==> config.mk <==
export PLATFORM = sky130hd
export DESIGN_NAME = mosc_ctrl
export DESIGN_NICKNAME = d
export VERILOG_FILES = /design/src/core/mosc_pkg.sv /design/src/core/mosc_cnt_if.sv /design/src/core/mosc_counter.sv /design/src/core/mosc_ctrl.sv
export SDC_FILE = /design/constraint.sdc
export NUM_CORES = 1
export LEC_CHECK = 0
export BUFFER_PORTS_ARGS = -buffer_cell sky130_fd_sc_hd__buf_4
export CORE_ASPECT_RATIO = 0.9
export CORE_MARGIN = 2
export CORE_UTILIZATION = 25
export DETAILED_ROUTE_END_ITERATION = 10
export PLACE_DENSITY = 0.43
export SLEW_MARGIN = 20
export SYNTH_ARGS = -nofsm -noshare
export SYNTH_HDL_FRONTEND = slang
export SYNTH_HIERARCHICAL = 1
export SYNTH_SLANG_ARGS = --single-unit
==> constraint.sdc <==
create_clock -name clk_i -period 2 [get_ports clk_i]
set_input_delay 0.4 -clock clk_i [delete_from_list [all_inputs] [get_ports clk_i]]
set_output_delay 0.4 -clock clk_i [all_outputs]
set_load 0.1 [all_outputs]
==> src/core/mosc_pkg.sv <==
// Constants for the main oscillator stabilisation control block.
// Assumes one 25 MHz system clock and a plain strobe-based register port.
package mosc_pkg;
   ////////////////////////////////////////////////////////////////////////////
   // Register port
   localparam int ADDR_W = 8;
   localparam int DATA_W = 8;
   localparam logic [7:0] OFS_STAB_SEL = 8'h00;
   localparam logic [7:0] OFS_STAB_STATUS = 8'h04;
   localparam logic [7:0] OFS_CLK_CFG = 8'h08;
   localparam logic [7:0] OFS_IRQ_STATUS = 8'h0c;
   localparam logic [7:0] OFS_IRQ_MASK = 8'h10;
   ////////////////////////////////////////////////////////////////////////////
   // Fields and reset values
   localparam int NUM_STAT = 5;
   localparam int SEL_W = 3;
   localparam logic [2:0] SEL_RST = 3'h4;
   localparam int CFG_PIN_BIT = 0;
   localparam int CFG_EXT_BIT = 1;
   localparam int IRQ_STAB_BIT = 0;
   localparam int IRQ_POR_BIT = 1;
   localparam int STAB_BASE_LOG2 = 11;
   ////////////////////////////////////////////////////////////////////////////
   // Timing
   localparam int CLK_PERIOD_NS = 40;
   localparam int POR_MIN_NS = 1930000;
   localparam int POR_MAX_NS = 5390000;
   localparam int POR_MIN_CYC = (POR_MIN_NS + CLK_PERIOD_NS - 1) / CLK_PERIOD_NS;
   localparam int POR_MAX_CYC = POR_MAX_NS / CLK_PERIOD_NS;
endpackage

==> src/core/mosc_cnt_if.sv <==
// Link between the control core and the stabilisation counter.
// Assumes both ends sit on the same clock.
`timescale 1ns/100ps
interface mosc_cnt_if #(parameter int NSTAT = 5, parameter int SW = 3);
   logic restart;
   logic run;
   logic ext;
   logic [SW-1:0] sel;
   logic [NSTAT-1:0] status;
   logic done;
   modport ctrl (output restart, output run, output ext, output sel, input status, input done);
   modport cnt (input restart, input run, input ext, input sel, output status, output done);
endinterface

==> src/core/mosc_counter.sv <==
// Stabilisation time counter with sticky elapsed-time status bits.
// Assumes restart is a one-cycle pulse and sel never exceeds NSTAT-1.
`timescale 1ns/100ps
module mosc_counter #(
   parameter int NSTAT = 5,
   parameter int BASE_LOG2 = 11
) (
   input wire logic clk_i,
   input wire logic rst_i,
   mosc_cnt_if.cnt port_if
);
   localparam int CW = BASE_LOG2 + NSTAT;

   typedef struct packed {
      logic [CW-1:0] count;
      logic [NSTAT-1:0] status;
      logic done;
   } mosc_cstate_s;

   mosc_cstate_s st_reg;
   mosc_cstate_s st_next;
   logic [CW-1:0] count_inc;
   logic [NSTAT-1:0] hit;

   if (NSTAT < 1 || NSTAT > 8 || BASE_LOG2 < 1) begin : g_chk
      $error("mosc_counter: unsupported size");
   end

   ////////////////////////////////////////////////////////////////////////////
   // Each status bit fires the first time the count crosses its power of two
   assign count_inc = st_reg.count + {{(CW-1){1'b0}}, 1'b1};
   for (genvar k = 0; k < NSTAT; k++) begin : g_hit
      assign hit[k] = count_inc[BASE_LOG2 + k];
   end

   ////////////////////////////////////////////////////////////////////////////
   // Next state
   always_comb begin
      st_next = st_reg;
      if (port_if.restart) begin
         st_next = '0;
      end else if (port_if.ext) begin
         st_next.done = 1'b1; // No wait for a driven clock
      end else if (port_if.run && !st_reg.done) begin
         st_next.count = count_inc;
         st_next.status = st_reg.status | hit; // Sticky, in order
         st_next.done = st_next.status[port_if.sel]; // Halt at the selected time
      end
   end

   always_ff @(posedge clk_i or posedge rst_i) begin
      if (rst_i) begin
         st_reg <= '0;
      end else begin
         st_reg <= st_next;
      end
   end

   assign port_if.status = st_reg.status;
   assign port_if.done = st_reg.done;
endmodule

==> src/core/mosc_ctrl.sv <==
// Top of the main oscillator stabilisation control: register port, pin mode,
// oscillator enable, power-up delay and interrupt.
// Assumes osc_started_i and the supply detector inputs are asynchronous,
// stop_i comes from CPU logic on clk_i.
`timescale 1ns/100ps
module mosc_ctrl #(
   parameter int POR_MIN_CYCLES = mosc_pkg::POR_MIN_CYC,
   parameter int POR_MAX_CYCLES = mosc_pkg::POR_MAX_CYC,
   parameter int STAB_BASE_LOG2 = mosc_pkg::STAB_BASE_LOG2
) (
   input wire logic clk_i,
   input wire logic rst_i,
   input wire logic [mosc_pkg::ADDR_W-1:0] addr_i,
   input wire logic [mosc_pkg::DATA_W-1:0] wdata_i,
   input wire logic wr_i,
   input wire logic rd_i,
   output logic [mosc_pkg::DATA_W-1:0] rdata_o,
   input wire logic stop_i,
   input wire logic osc_started_i,
   input wire logic supply_low_ok_i,
   input wire logic supply_high_ok_i,
   output logic osc_enable_o,
   output logic hs_clock_ready_o,
   output logic crystal_osc_clock_mode_o,
   output logic crystal_osc_output_pin_mode_o,
   output logic por_release_o,
   output logic irq_o
);
   localparam int PCW = $clog2(POR_MAX_CYCLES + 1);
   localparam int NS = mosc_pkg::NUM_STAT;
   localparam int DW = mosc_pkg::DATA_W;

   if (POR_MIN_CYCLES < 1 || POR_MAX_CYCLES < POR_MIN_CYCLES || STAB_BASE_LOG2 < 1) begin : g_chk
      $error("mosc_ctrl: unsupported timing parameters");
   end

   typedef enum logic [2:0] {
      POR_OFF = 3'h1,
      POR_WAIT = 3'h2,
      POR_DONE = 3'h4
   } mosc_por_e;

   typedef struct packed {
      logic [2:0] sync1;
      logic [2:0] sync2;
      logic [mosc_pkg::SEL_W-1:0] stab_time_select;
      logic ext_hs_clock_select;
      logic hs_osc_pin_mode_select;
      logic [1:0] irq_status;
      logic [1:0] irq_mask;
      logic [DW-1:0] rdata;
      mosc_por_e por_state;
      logic [PCW-1:0] por_cnt;
      logic por_release;
      logic osc_en;
      logic restart;
      logic done_prev;
      logic hs_ready;
      logic pin_x1;
      logic pin_x2;
      logic irq;
   } mosc_state_s;

   mosc_state_s st_reg;
   mosc_state_s st_next;

   mosc_cnt_if #(.NSTAT(NS), .SW(mosc_pkg::SEL_W)) cnt_if ();

   ////////////////////////////////////////////////////////////////////////////
   // Stabilisation counter
   mosc_counter #(
      .NSTAT(NS),
      .BASE_LOG2(STAB_BASE_LOG2)
   ) i_mosc_counter (
      .clk_i(clk_i),
      .rst_i(rst_i),
      .port_if(cnt_if)
   );

   // Counting waits for the oscillator's own start report
   assign cnt_if.restart = st_reg.restart;
   assign cnt_if.run = st_reg.osc_en & st_reg.sync2[0];
   assign cnt_if.ext = st_reg.ext_hs_clock_select;
   assign cnt_if.sel = st_reg.stab_time_select;

   ////////////////////////////////////////////////////////////////////////////
   // Next-state logic
   always_comb begin
      logic wait_busy;
      logic cfg_locked;
      logic [1:0] irq_set;
      logic [1:0] irq_clr;
      logic osc_en_next;
      wait_busy = 1'b0;
      cfg_locked = 1'b0;
      irq_set = 2'h0;
      irq_clr = 2'h0;
      osc_en_next = 1'b0;
      st_next = st_reg;

      // Two-flop synchronisers: bit 0 started, 1 low supply, 2 high supply
      st_next.sync1 = {supply_high_ok_i, supply_low_ok_i, osc_started_i};
      st_next.sync2 = st_reg.sync1;

      // A select change mid-wait would move the goal post, so it is dropped
      wait_busy = st_reg.osc_en & ~cnt_if.done;
      // Source and pin mode only change with the crystal stopped
      cfg_locked = st_reg.osc_en;

      // Register writes
      if (wr_i) begin
         case (addr_i)
            mosc_pkg::OFS_STAB_SEL: begin
               if (!wait_busy) begin
                  if (wdata_i[mosc_pkg::SEL_W-1:0] > 3'(NS - 1)) begin
                     st_next.stab_time_select = 3'(NS - 1);
                  end else begin
                     st_next.stab_time_select = wdata_i[mosc_pkg::SEL_W-1:0];
                  end
               end
            end
            mosc_pkg::OFS_CLK_CFG: begin
               if (!cfg_locked) begin
                  st_next.hs_osc_pin_mode_select = wdata_i[mosc_pkg::CFG_PIN_BIT];
                  st_next.ext_hs_clock_select = wdata_i[mosc_pkg::CFG_EXT_BIT];
               end
            end
            mosc_pkg::OFS_IRQ_STATUS: begin
               irq_clr = wdata_i[1:0];
            end
            mosc_pkg::OFS_IRQ_MASK: begin
               st_next.irq_mask = wdata_i[1:0];
            end
            default: begin
            end
         endcase
      end

      // Read data stand for exactly one cycle; unmapped reads give zero
      st_next.rdata = '0;
      if (rd_i) begin
         case (addr_i)
            mosc_pkg::OFS_STAB_SEL: st_next.rdata = DW'(st_reg.stab_time_select);
            mosc_pkg::OFS_STAB_STATUS: st_next.rdata = DW'(cnt_if.status);
            mosc_pkg::OFS_CLK_CFG: st_next.rdata = DW'({st_reg.ext_hs_clock_select, st_reg.hs_osc_pin_mode_select});
            mosc_pkg::OFS_IRQ_STATUS: st_next.rdata = DW'(st_reg.irq_status);
            mosc_pkg::OFS_IRQ_MASK: st_next.rdata = DW'(st_reg.irq_mask);
            default: st_next.rdata = '0;
         endcase
      end

      ////////////////////////////////////////////////////////////////////////
      // Power-up delay: at least the minimum after the low threshold, then
      // wait for the high threshold, but never beyond the maximum
      case (st_reg.por_state)
         POR_OFF: begin
            st_next.por_cnt = '0;
            st_next.por_release = 1'b0;
            if (st_reg.sync2[1]) begin
               st_next.por_state = POR_WAIT;
            end
         end
         POR_WAIT: begin
            st_next.por_cnt = st_reg.por_cnt + PCW'(1);
            if (!st_reg.sync2[1]) begin
               st_next.por_state = POR_OFF;
            end else if ((st_reg.por_cnt >= PCW'(POR_MIN_CYCLES - 1) && st_reg.sync2[2]) ||
                         st_reg.por_cnt >= PCW'(POR_MAX_CYCLES - 1)) begin
               st_next.por_state = POR_DONE;
               st_next.por_release = 1'b1;
               irq_set[mosc_pkg::IRQ_POR_BIT] = 1'b1;
            end
         end
         POR_DONE: begin
            // A brown-out below the low threshold starts the delay over
            if (!st_reg.sync2[1]) begin
               st_next.por_state = POR_OFF;
               st_next.por_release = 1'b0;
            end
         end
         default: begin
            st_next.por_state = POR_OFF;
            st_next.por_release = 1'b0;
         end
      endcase

      ////////////////////////////////////////////////////////////////////////
      // Crystal runs only in oscillator pin mode, without an external clock,
      // outside stop and after power-up; each rise restarts the count
      osc_en_next = st_reg.hs_osc_pin_mode_select & ~st_reg.ext_hs_clock_select &
                    ~stop_i & st_reg.por_release;
      st_next.osc_en = osc_en_next;
      st_next.restart = osc_en_next & ~st_reg.osc_en;

      // An external clock is usable at once; a crystal only after its wait
      st_next.hs_ready = st_reg.hs_osc_pin_mode_select & ~stop_i &
                         (st_reg.ext_hs_clock_select | (st_reg.osc_en & cnt_if.done & ~st_reg.restart));

      // Stabilisation complete event
      st_next.done_prev = cnt_if.done;
      if (cnt_if.done && !st_reg.done_prev) begin
         irq_set[mosc_pkg::IRQ_STAB_BIT] = 1'b1;
      end

      // Pins stay port pins until software picks a clock mode
      st_next.pin_x1 = st_reg.hs_osc_pin_mode_select & ~st_reg.ext_hs_clock_select;
      st_next.pin_x2 = st_reg.hs_osc_pin_mode_select;

      // Sticky interrupt flags: a set in the clearing cycle wins
      st_next.irq_status = (st_reg.irq_status & ~irq_clr) | irq_set;
      st_next.irq = |(st_next.irq_status & st_next.irq_mask);
   end

   ////////////////////////////////////////////////////////////////////////////
   // State register; reset leaves both oscillator pins in port mode
   always_ff @(posedge clk_i or posedge rst_i) begin
      if (rst_i) begin
         st_reg <= '0;
         st_reg.stab_time_select <= mosc_pkg::SEL_RST;
         st_reg.por_state <= POR_OFF;
      end else begin
         st_reg <= st_next;
      end
   end

   ////////////////////////////////////////////////////////////////////////////
   // Outputs straight from flip-flops
   assign rdata_o = st_reg.rdata;
   assign osc_enable_o = st_reg.osc_en;
   assign hs_clock_ready_o = st_reg.hs_ready;
   assign crystal_osc_clock_mode_o = st_reg.pin_x1;
   assign crystal_osc_output_pin_mode_o = st_reg.pin_x2;
   assign por_release_o = st_reg.por_release;
   assign irq_o = st_reg.irq;
endmodule

* Yosys cells after proc, flatten, opt, wreduce, memory -nomap -nowiden *
Index checks and enable logic that the tools add are counted.

storage, ports and cells
  register bits after elaboration = 74
  latch bits = 0
  bits in writable memories = 0
  memory bits (read-only) = 0
  bits of input ports = 24
  output and inout bits = 14
  logic and storage cells = 105
  memories = 0

operators by class
  $add $sub $neg = 2
  multiply operators = 0
  divide/modulo/power cells = 0
  magnitude comparators = 4
  equality and inequality tests = 13
  shift-type cells = 0
  multiplexer cells = 27
  bitwise operators = 22
  reduce and logical (&&, ||, !) cells = 16

operators by type and width
  cell                                                                          number
  22-bit two-way mux                                                            2
  18-bit one-hot mux with 2 select lines                                        1
  5-bit one-hot mux with 5 select lines                                         1
  21-bit two-way mux                                                            1
  18-bit by 1-bit adder with 18-bit output, second input constant               1
  18-bit by 16-bit >= comparator with 1-bit output, second input constant       1
  18-bit >= comparator, second input constant                                   1
  16-bit by 1-bit adder with 16-bit output, second input constant               1
  8-bit by 4-bit equality test with 1-bit output, second input constant         2
  3-bit two-way mux                                                             5
  3-bit AND reduction                                                           4
  1-bit AND                                                                     10
  2-bit inequality test, second input constant                                  5
  1-bit two-way mux                                                             9
  3-bit one-hot mux with 3 select lines                                         1
  8-bit by 3-bit equality test with 1-bit output, second input constant         1
  8-bit by 5-bit equality test with 1-bit output, second input constant         1
  8-bit zero test                                                               1
  2-bit two-way mux                                                             4
  1-bit inverter                                                                6
  5-bit two-way mux                                                             1
  5-bit bitwise OR                                                              1
  2-bit AND                                                                     2
  3-bit by 4-bit less-than comparator with 1-bit output, second input constant  1
  17 further kinds                                                              21

* Logic depth before layout (Yosys ltp) *
  depth in word-level cells = 9
  gate-level depth with buffers = 7

* By module *
Netlist, hierarchy kept.

by module, submodules not included
  module        instances  cells each  area an instance (um2)  seq. area each (um2)
  mosc_ctrl     1          224         2,444.8                 1,228.7
  mosc_counter  1          126         1,187.4                 550.5

* Worst setup path after synthesis *
OpenSTA, ideal clock, no wires.

  path kind = register -> register
  start = register st_reg, in the netlist osc_enable_o
  end = register i_mosc_counter/st_reg[9] (netlist name)
  library setup time = 0.132 ns
  data arrival time = 2.223 ns
  slack = -0.355 ns
  cell stages (with the launch flop) = 7
  buffers on the path = 1
  period minus slack after synthesis = 2.355 ns
  path through = dfrtp_1 -> and2_1 -> nor3b_1 -> clkbuf_1 -> nand4_1 -> xor2_1 -> nor2_1

between the ends
  word-level cells in the longest chain between the ends = 4

ends and longest elaborated chain
  item                           line                text
  start, declared                mosc_ctrl.sv:64     mosc_state_s st_reg;
  start signal, assigned         mosc_ctrl.sv:222    st_reg <= st_next;
  1-bit AND                      mosc_ctrl.sv:82     assign cnt_if.run = st_reg.osc_en & st_reg.sync2[0];
  named net cnt_if.run           mosc_cnt_if.sv:6    logic run;
  1-bit logical AND              mosc_counter.sv:44  end else if (port_if.run && !st_reg.done) begin
  2-bit nonzero test (no line)   -
  2-bit AND reduction (no line)  -
  end signal, assigned           mosc_counter.sv:55  st_reg <= st_next;
  end, declared                  mosc_counter.sv:20  mosc_cstate_s st_reg;

The timed path passes the listed nets, and every way through them passes these cells.
A chain may end at the register's enable or synchronous reset.

* Worst setup path after layout *
  start = register i_mosc_counter/st_reg[12] (netlist name)
  end = register i_mosc_counter.st_reg, in the netlist i_mosc_counter/port_if.done

between the ends
  word-level cells in the longest chain between the ends = 7

ends and longest elaborated chain
  item                                       line                text
  16-bit by 1-bit adder with 16-bit output   mosc_counter.sv:31  assign count_inc = st_reg.count + {{(CW-1){1'b0}}, 1'b1};
  5-bit bitwise OR                           mosc_counter.sv:46  st_next.status = st_reg.status | hit;
  1-bit binary-select mux with 3-bit select  mosc_counter.sv:47  st_next.done = st_next.status[port_if.sel];
  1-bit two-way mux (implied by the code)    mosc_counter.sv:47
  22-bit two-way mux                         mosc_counter.sv:44
  1-bit two-way mux                          mosc_counter.sv:42  end else if (port_if.ext) begin
  22-bit two-way mux                         mosc_counter.sv:40  if (port_if.restart) begin

Every way passes these cells. The select of a mux whose other input is x is not followed.

==> summary.md <==
| Metric | Value |
|---|---|
| Setup Fix Bufs, Post-CTS | `0` |
| Final Hold Fails | `0` |
| Die Wd | `~130 um` |
| Commonest non-fill, non-tap cell in the layout | `dfrtp_1` |
| DIE HEIGHT | `about 120 um` |
| NetSw | `approximately 0.0008 W` |
| Vias in the first global route | `2,619` |
| Worst-path fanout max | `6` |
| Core area | `14,110 um^2` |
| Fill cell count | `around 1,500` |
| First drt pass iteration count | `4` |
| Worst-path clk slew | `~0.060 ns` |
| Clk sinks | `between 70 and 80` |
| Starting Density | `0.2575` |
| Tot GR Track Use | `0.1136` |
| I/O pin count | `38` |
| Max Clk Rate | `approximately 540 MHz` |
| Root buf cell | `clkbuf_16` |
| Largest net degree at the start of global routing | `50` |
| Fraction of registers with async set/reset | `1.000` |
| GRT Residual Overflow | `0` |
| Max reg flops | `29` |
| DP Wirelength | `about 5700 um` |
| Iter 0 DRT Violations | `between 100 and 150` |
| First-pass GRT wire length | `~14,000 um` |
| Wire per inst | `13.65 um` |
| CTS buffer count | `9` |
| Clock Tree Buf Depth | `2` |
| Adder-cell share of the synthesized area | `0.01378` |
| Worst clock skew | `0.005970 ns` |
| CTS tree | `yes` |
| Post-synth EDFFs | `0` |
| Post-route antenna net violation count | `0` |
| H-tree depth | `3` |
| Commonest non-fill, non-tap cells in the layout | `dfrtp_1 (68), buf_4 (50), nand2_1 (33), nor2_1 (33), o21ai_0 (19)` |
| Layout Utilization | `0.3188` |
| Mux contribution to synthesized area | `0.05890` |
| Synth Cell Area | `3632 um^2` |
| DP Area | `a little over 4000 um^2` |
| Simple-gate area share of the yosys netlist | `0.2484` |
| DR vias/cell | `~4.5` |
| Register area share after synthesis | `0.4898` |
| Sw Share | `0.2245` |
| Cell Pwr Density | `805.4 nW/um^2` |
| Worst vdd ir | `about 0.41 mV` |
| WL final | `between 8000 and 9000 um` |
| Sequential share of power | `0.415` |
| I/O Buffers | `29` |
| Area Overhead vs Synth | `23.84%` |
| Drt drc | `0` |
| Worst Path Arrival | `~2.1 ns` |
| Leak | `~2.0 nW` |
| Critical Path End Type | `register` |
| Ys flop type | `dfrtp_1` |
| Setup CP Type | `register to register` |
| Row cnt | `41` |
| Syn Area/Cell | `approximately 10 um^2` |
| Status | `finished clean` |
| Critical Path RT | `~2.3 ns` |
| Layout cells sized above 1 | `0.2544` |
| Cell variety after synth | `between 60 and 70` |
| Clock Latency Late Sink | `between 0.3 and 0.4 ns` |
| Unrepaired setup endpoints after global routing | `false` |
| N_diodes | `0` |
| Max-capacitance violation count | `0` |
| Final setup viols | `0` |
| Tmin final | `1.838 ns` |
| Number of synthesized register bits | `71` |
| Critical Path Source Type | `register` |
| Synth Area in XOR/XNOR | `0.04823` |
| Initial antenna violation count | `0` |
| Hold crit path type | `input pin to asynchronous set/reset pin` |
| Largest family of logic cells by synthesized area | `simple AND/OR/NAND/NOR gates` |
| Layout Nets | `420` |
| Fin area | `between 4000 and 5000 um^2` |
| Comb power frac | `0.083` |
| Via count | `approximately 2,700` |
| Post-synthesis compound-gate area fraction | `0.09060` |
| Clk pwr share | `0.503` |
| Die area | `roughly 16,000 um^2` |
| Slew Viols, Final | `0` |
| Fin crit share | `0.9192` |
| Cells after Synth | `between 300 and 400` |
| Synthesis Warnings | `6` |
| Internal power | `about 0.0028 W` |
| Final GP Congestion | `between 0.7 and 0.8` |
-- metrics by stage --
stage / hold WS (ns) / cells / total power (W) / setup TNS, ns / worst slack (ns)
after floorplan: 0.3312 / 352 / 0.001721 / 0 / 0.05024
after global routing: 0.1471 / 590 / 0.003787 / 0 / 0.02805
final: 0.1132 / 590 / 0.003623 / 0 / 0.1616
after global placement: 0.3336 / 574 / 0.001825 / 0 / 0.007252
after CTS: 0.1204 / 590 / 0.003692 / 0 / 0.06412
after detailed placement: 0.3362 / 574 / 0.001830 / -0.01659 / -0.01659
-- power by group through the flow --
stage               Sequential, W  Combinational (W)  Clock [W]
global placement          0.00153           0.000299          0
global route              0.00151           0.000330    0.00195
floorplan                 0.00155           0.000174          0
CTS                       0.00150           0.000303    0.00189
finish                    0.00150           0.000299    0.00182
detailed placement        0.00153           0.000302          0
-- cell families after synthesis --
family | Yosys count
compound gates | 52
flops | 71
buf+inv | 32
xor+xnor | 20
simple gates | 152
fa+ha+maj | 4
other cells | 1
mux | 18
-- final timing paths --
kind | from | to | slack (ns) | cells past startpoint
max | i_mosc_counter/st_reg[12]$_DFFE_PP0P_ | i_mosc_counter/port_if.done$_DFFE_PP0P_ | 0.16 | 7
min | rst_i | crystal_osc_output_pin_mode_o$_DFF_PP0_ | 0.11 | 3
max reg2reg | i_mosc_counter/st_reg[12]$_DFFE_PP0P_ | i_mosc_counter/port_if.done$_DFFE_PP0P_ | 0.16 | 7
min reg2reg | st_next[48]$_DFF_PP0_ | st_reg[48]$_DFF_PP0_ | 0.35 | 0
max in group asynchronous | rst_i | cnt_if.sel[2]$_DFFE_PP1P_ | 1.59 | 3
min in group clk_i | supply_high_ok_i | st_next[48]$_DFF_PP0_ | 0.17 | 1
-- worst max-delay path, stage by stage (launching register included) --
cell and delay, ns:
dfrtp_1 0.44, nand4_4 0.16, buf_4 0.19, nor4_4 0.32, xor2_1 0.23, o21ai_0 0.10
and4b_1 0.21, a21oi_2 0.11
-- layer usage --
metal,track usage,wire length (um),vias to the layer above
met3,0.03440,326,7
met1,0.1815,4552,1304
met2,0.1389,3062,46
met5,0,0,-
met4,0.04189,113,0
li1,-,-,1313
-- what timing repair did --
item / 4_1_cts / 5_1_grt
setup endpoints to repair: 0 / 6
hold buffers: 0 / 0
resized for setup: 0 / 4
-- cell type report --
class | instances | area [um^2] | area share
flip-flops and latches | 71 | 1783 | 0.3964
multi-input cells | 249 | 1697 | 0.3772
repair buffers | 51 | 395.4 | 0.08790
clock buffers | 14 | 284.0 | 0.06314
well taps | 193 | 241.5 | 0.05369
clock inverters | 2 | 60.06 | 0.01335
inverters | 10 | 37.54 | 0.008345
-- cells in the mapped netlist (all sizes together) (2+ instances only) --
library cell,count,area [um^2]
nand2,33,123.9
nand4,11,90.08
clkbuf,6,22.52
nand3b,2,15.01
mux2i,9,90.09
or2,2,12.51
nor4,5,52.55
nand2b,5,38.78
a31oi,3,18.77
a211oi,2,15.01
nor2b,9,56.30
a22o,2,17.52
o21ai,19,95.09
nand3,14,70.07
dfrtp,69,1727
and4,3,32.53
and3,3,18.77
buf,16,118.9
xnor2,5,43.79
and2,5,32.53
a22oi,2,15.01
nor3,5,36.29
a21oi,11,58.81
nand4b,3,26.28
nor3b,6,56.31
ha,4,50.05
or3,3,25.03
inv,10,37.54
dfstp,2,52.55
or3b,2,20.02
mux2,7,78.83
o211ai,3,22.52
mux4,2,45.04
o31ai,3,22.52
xor2,15,131.4
nor2,34,127.6
(Power assumes the default switching activity.)
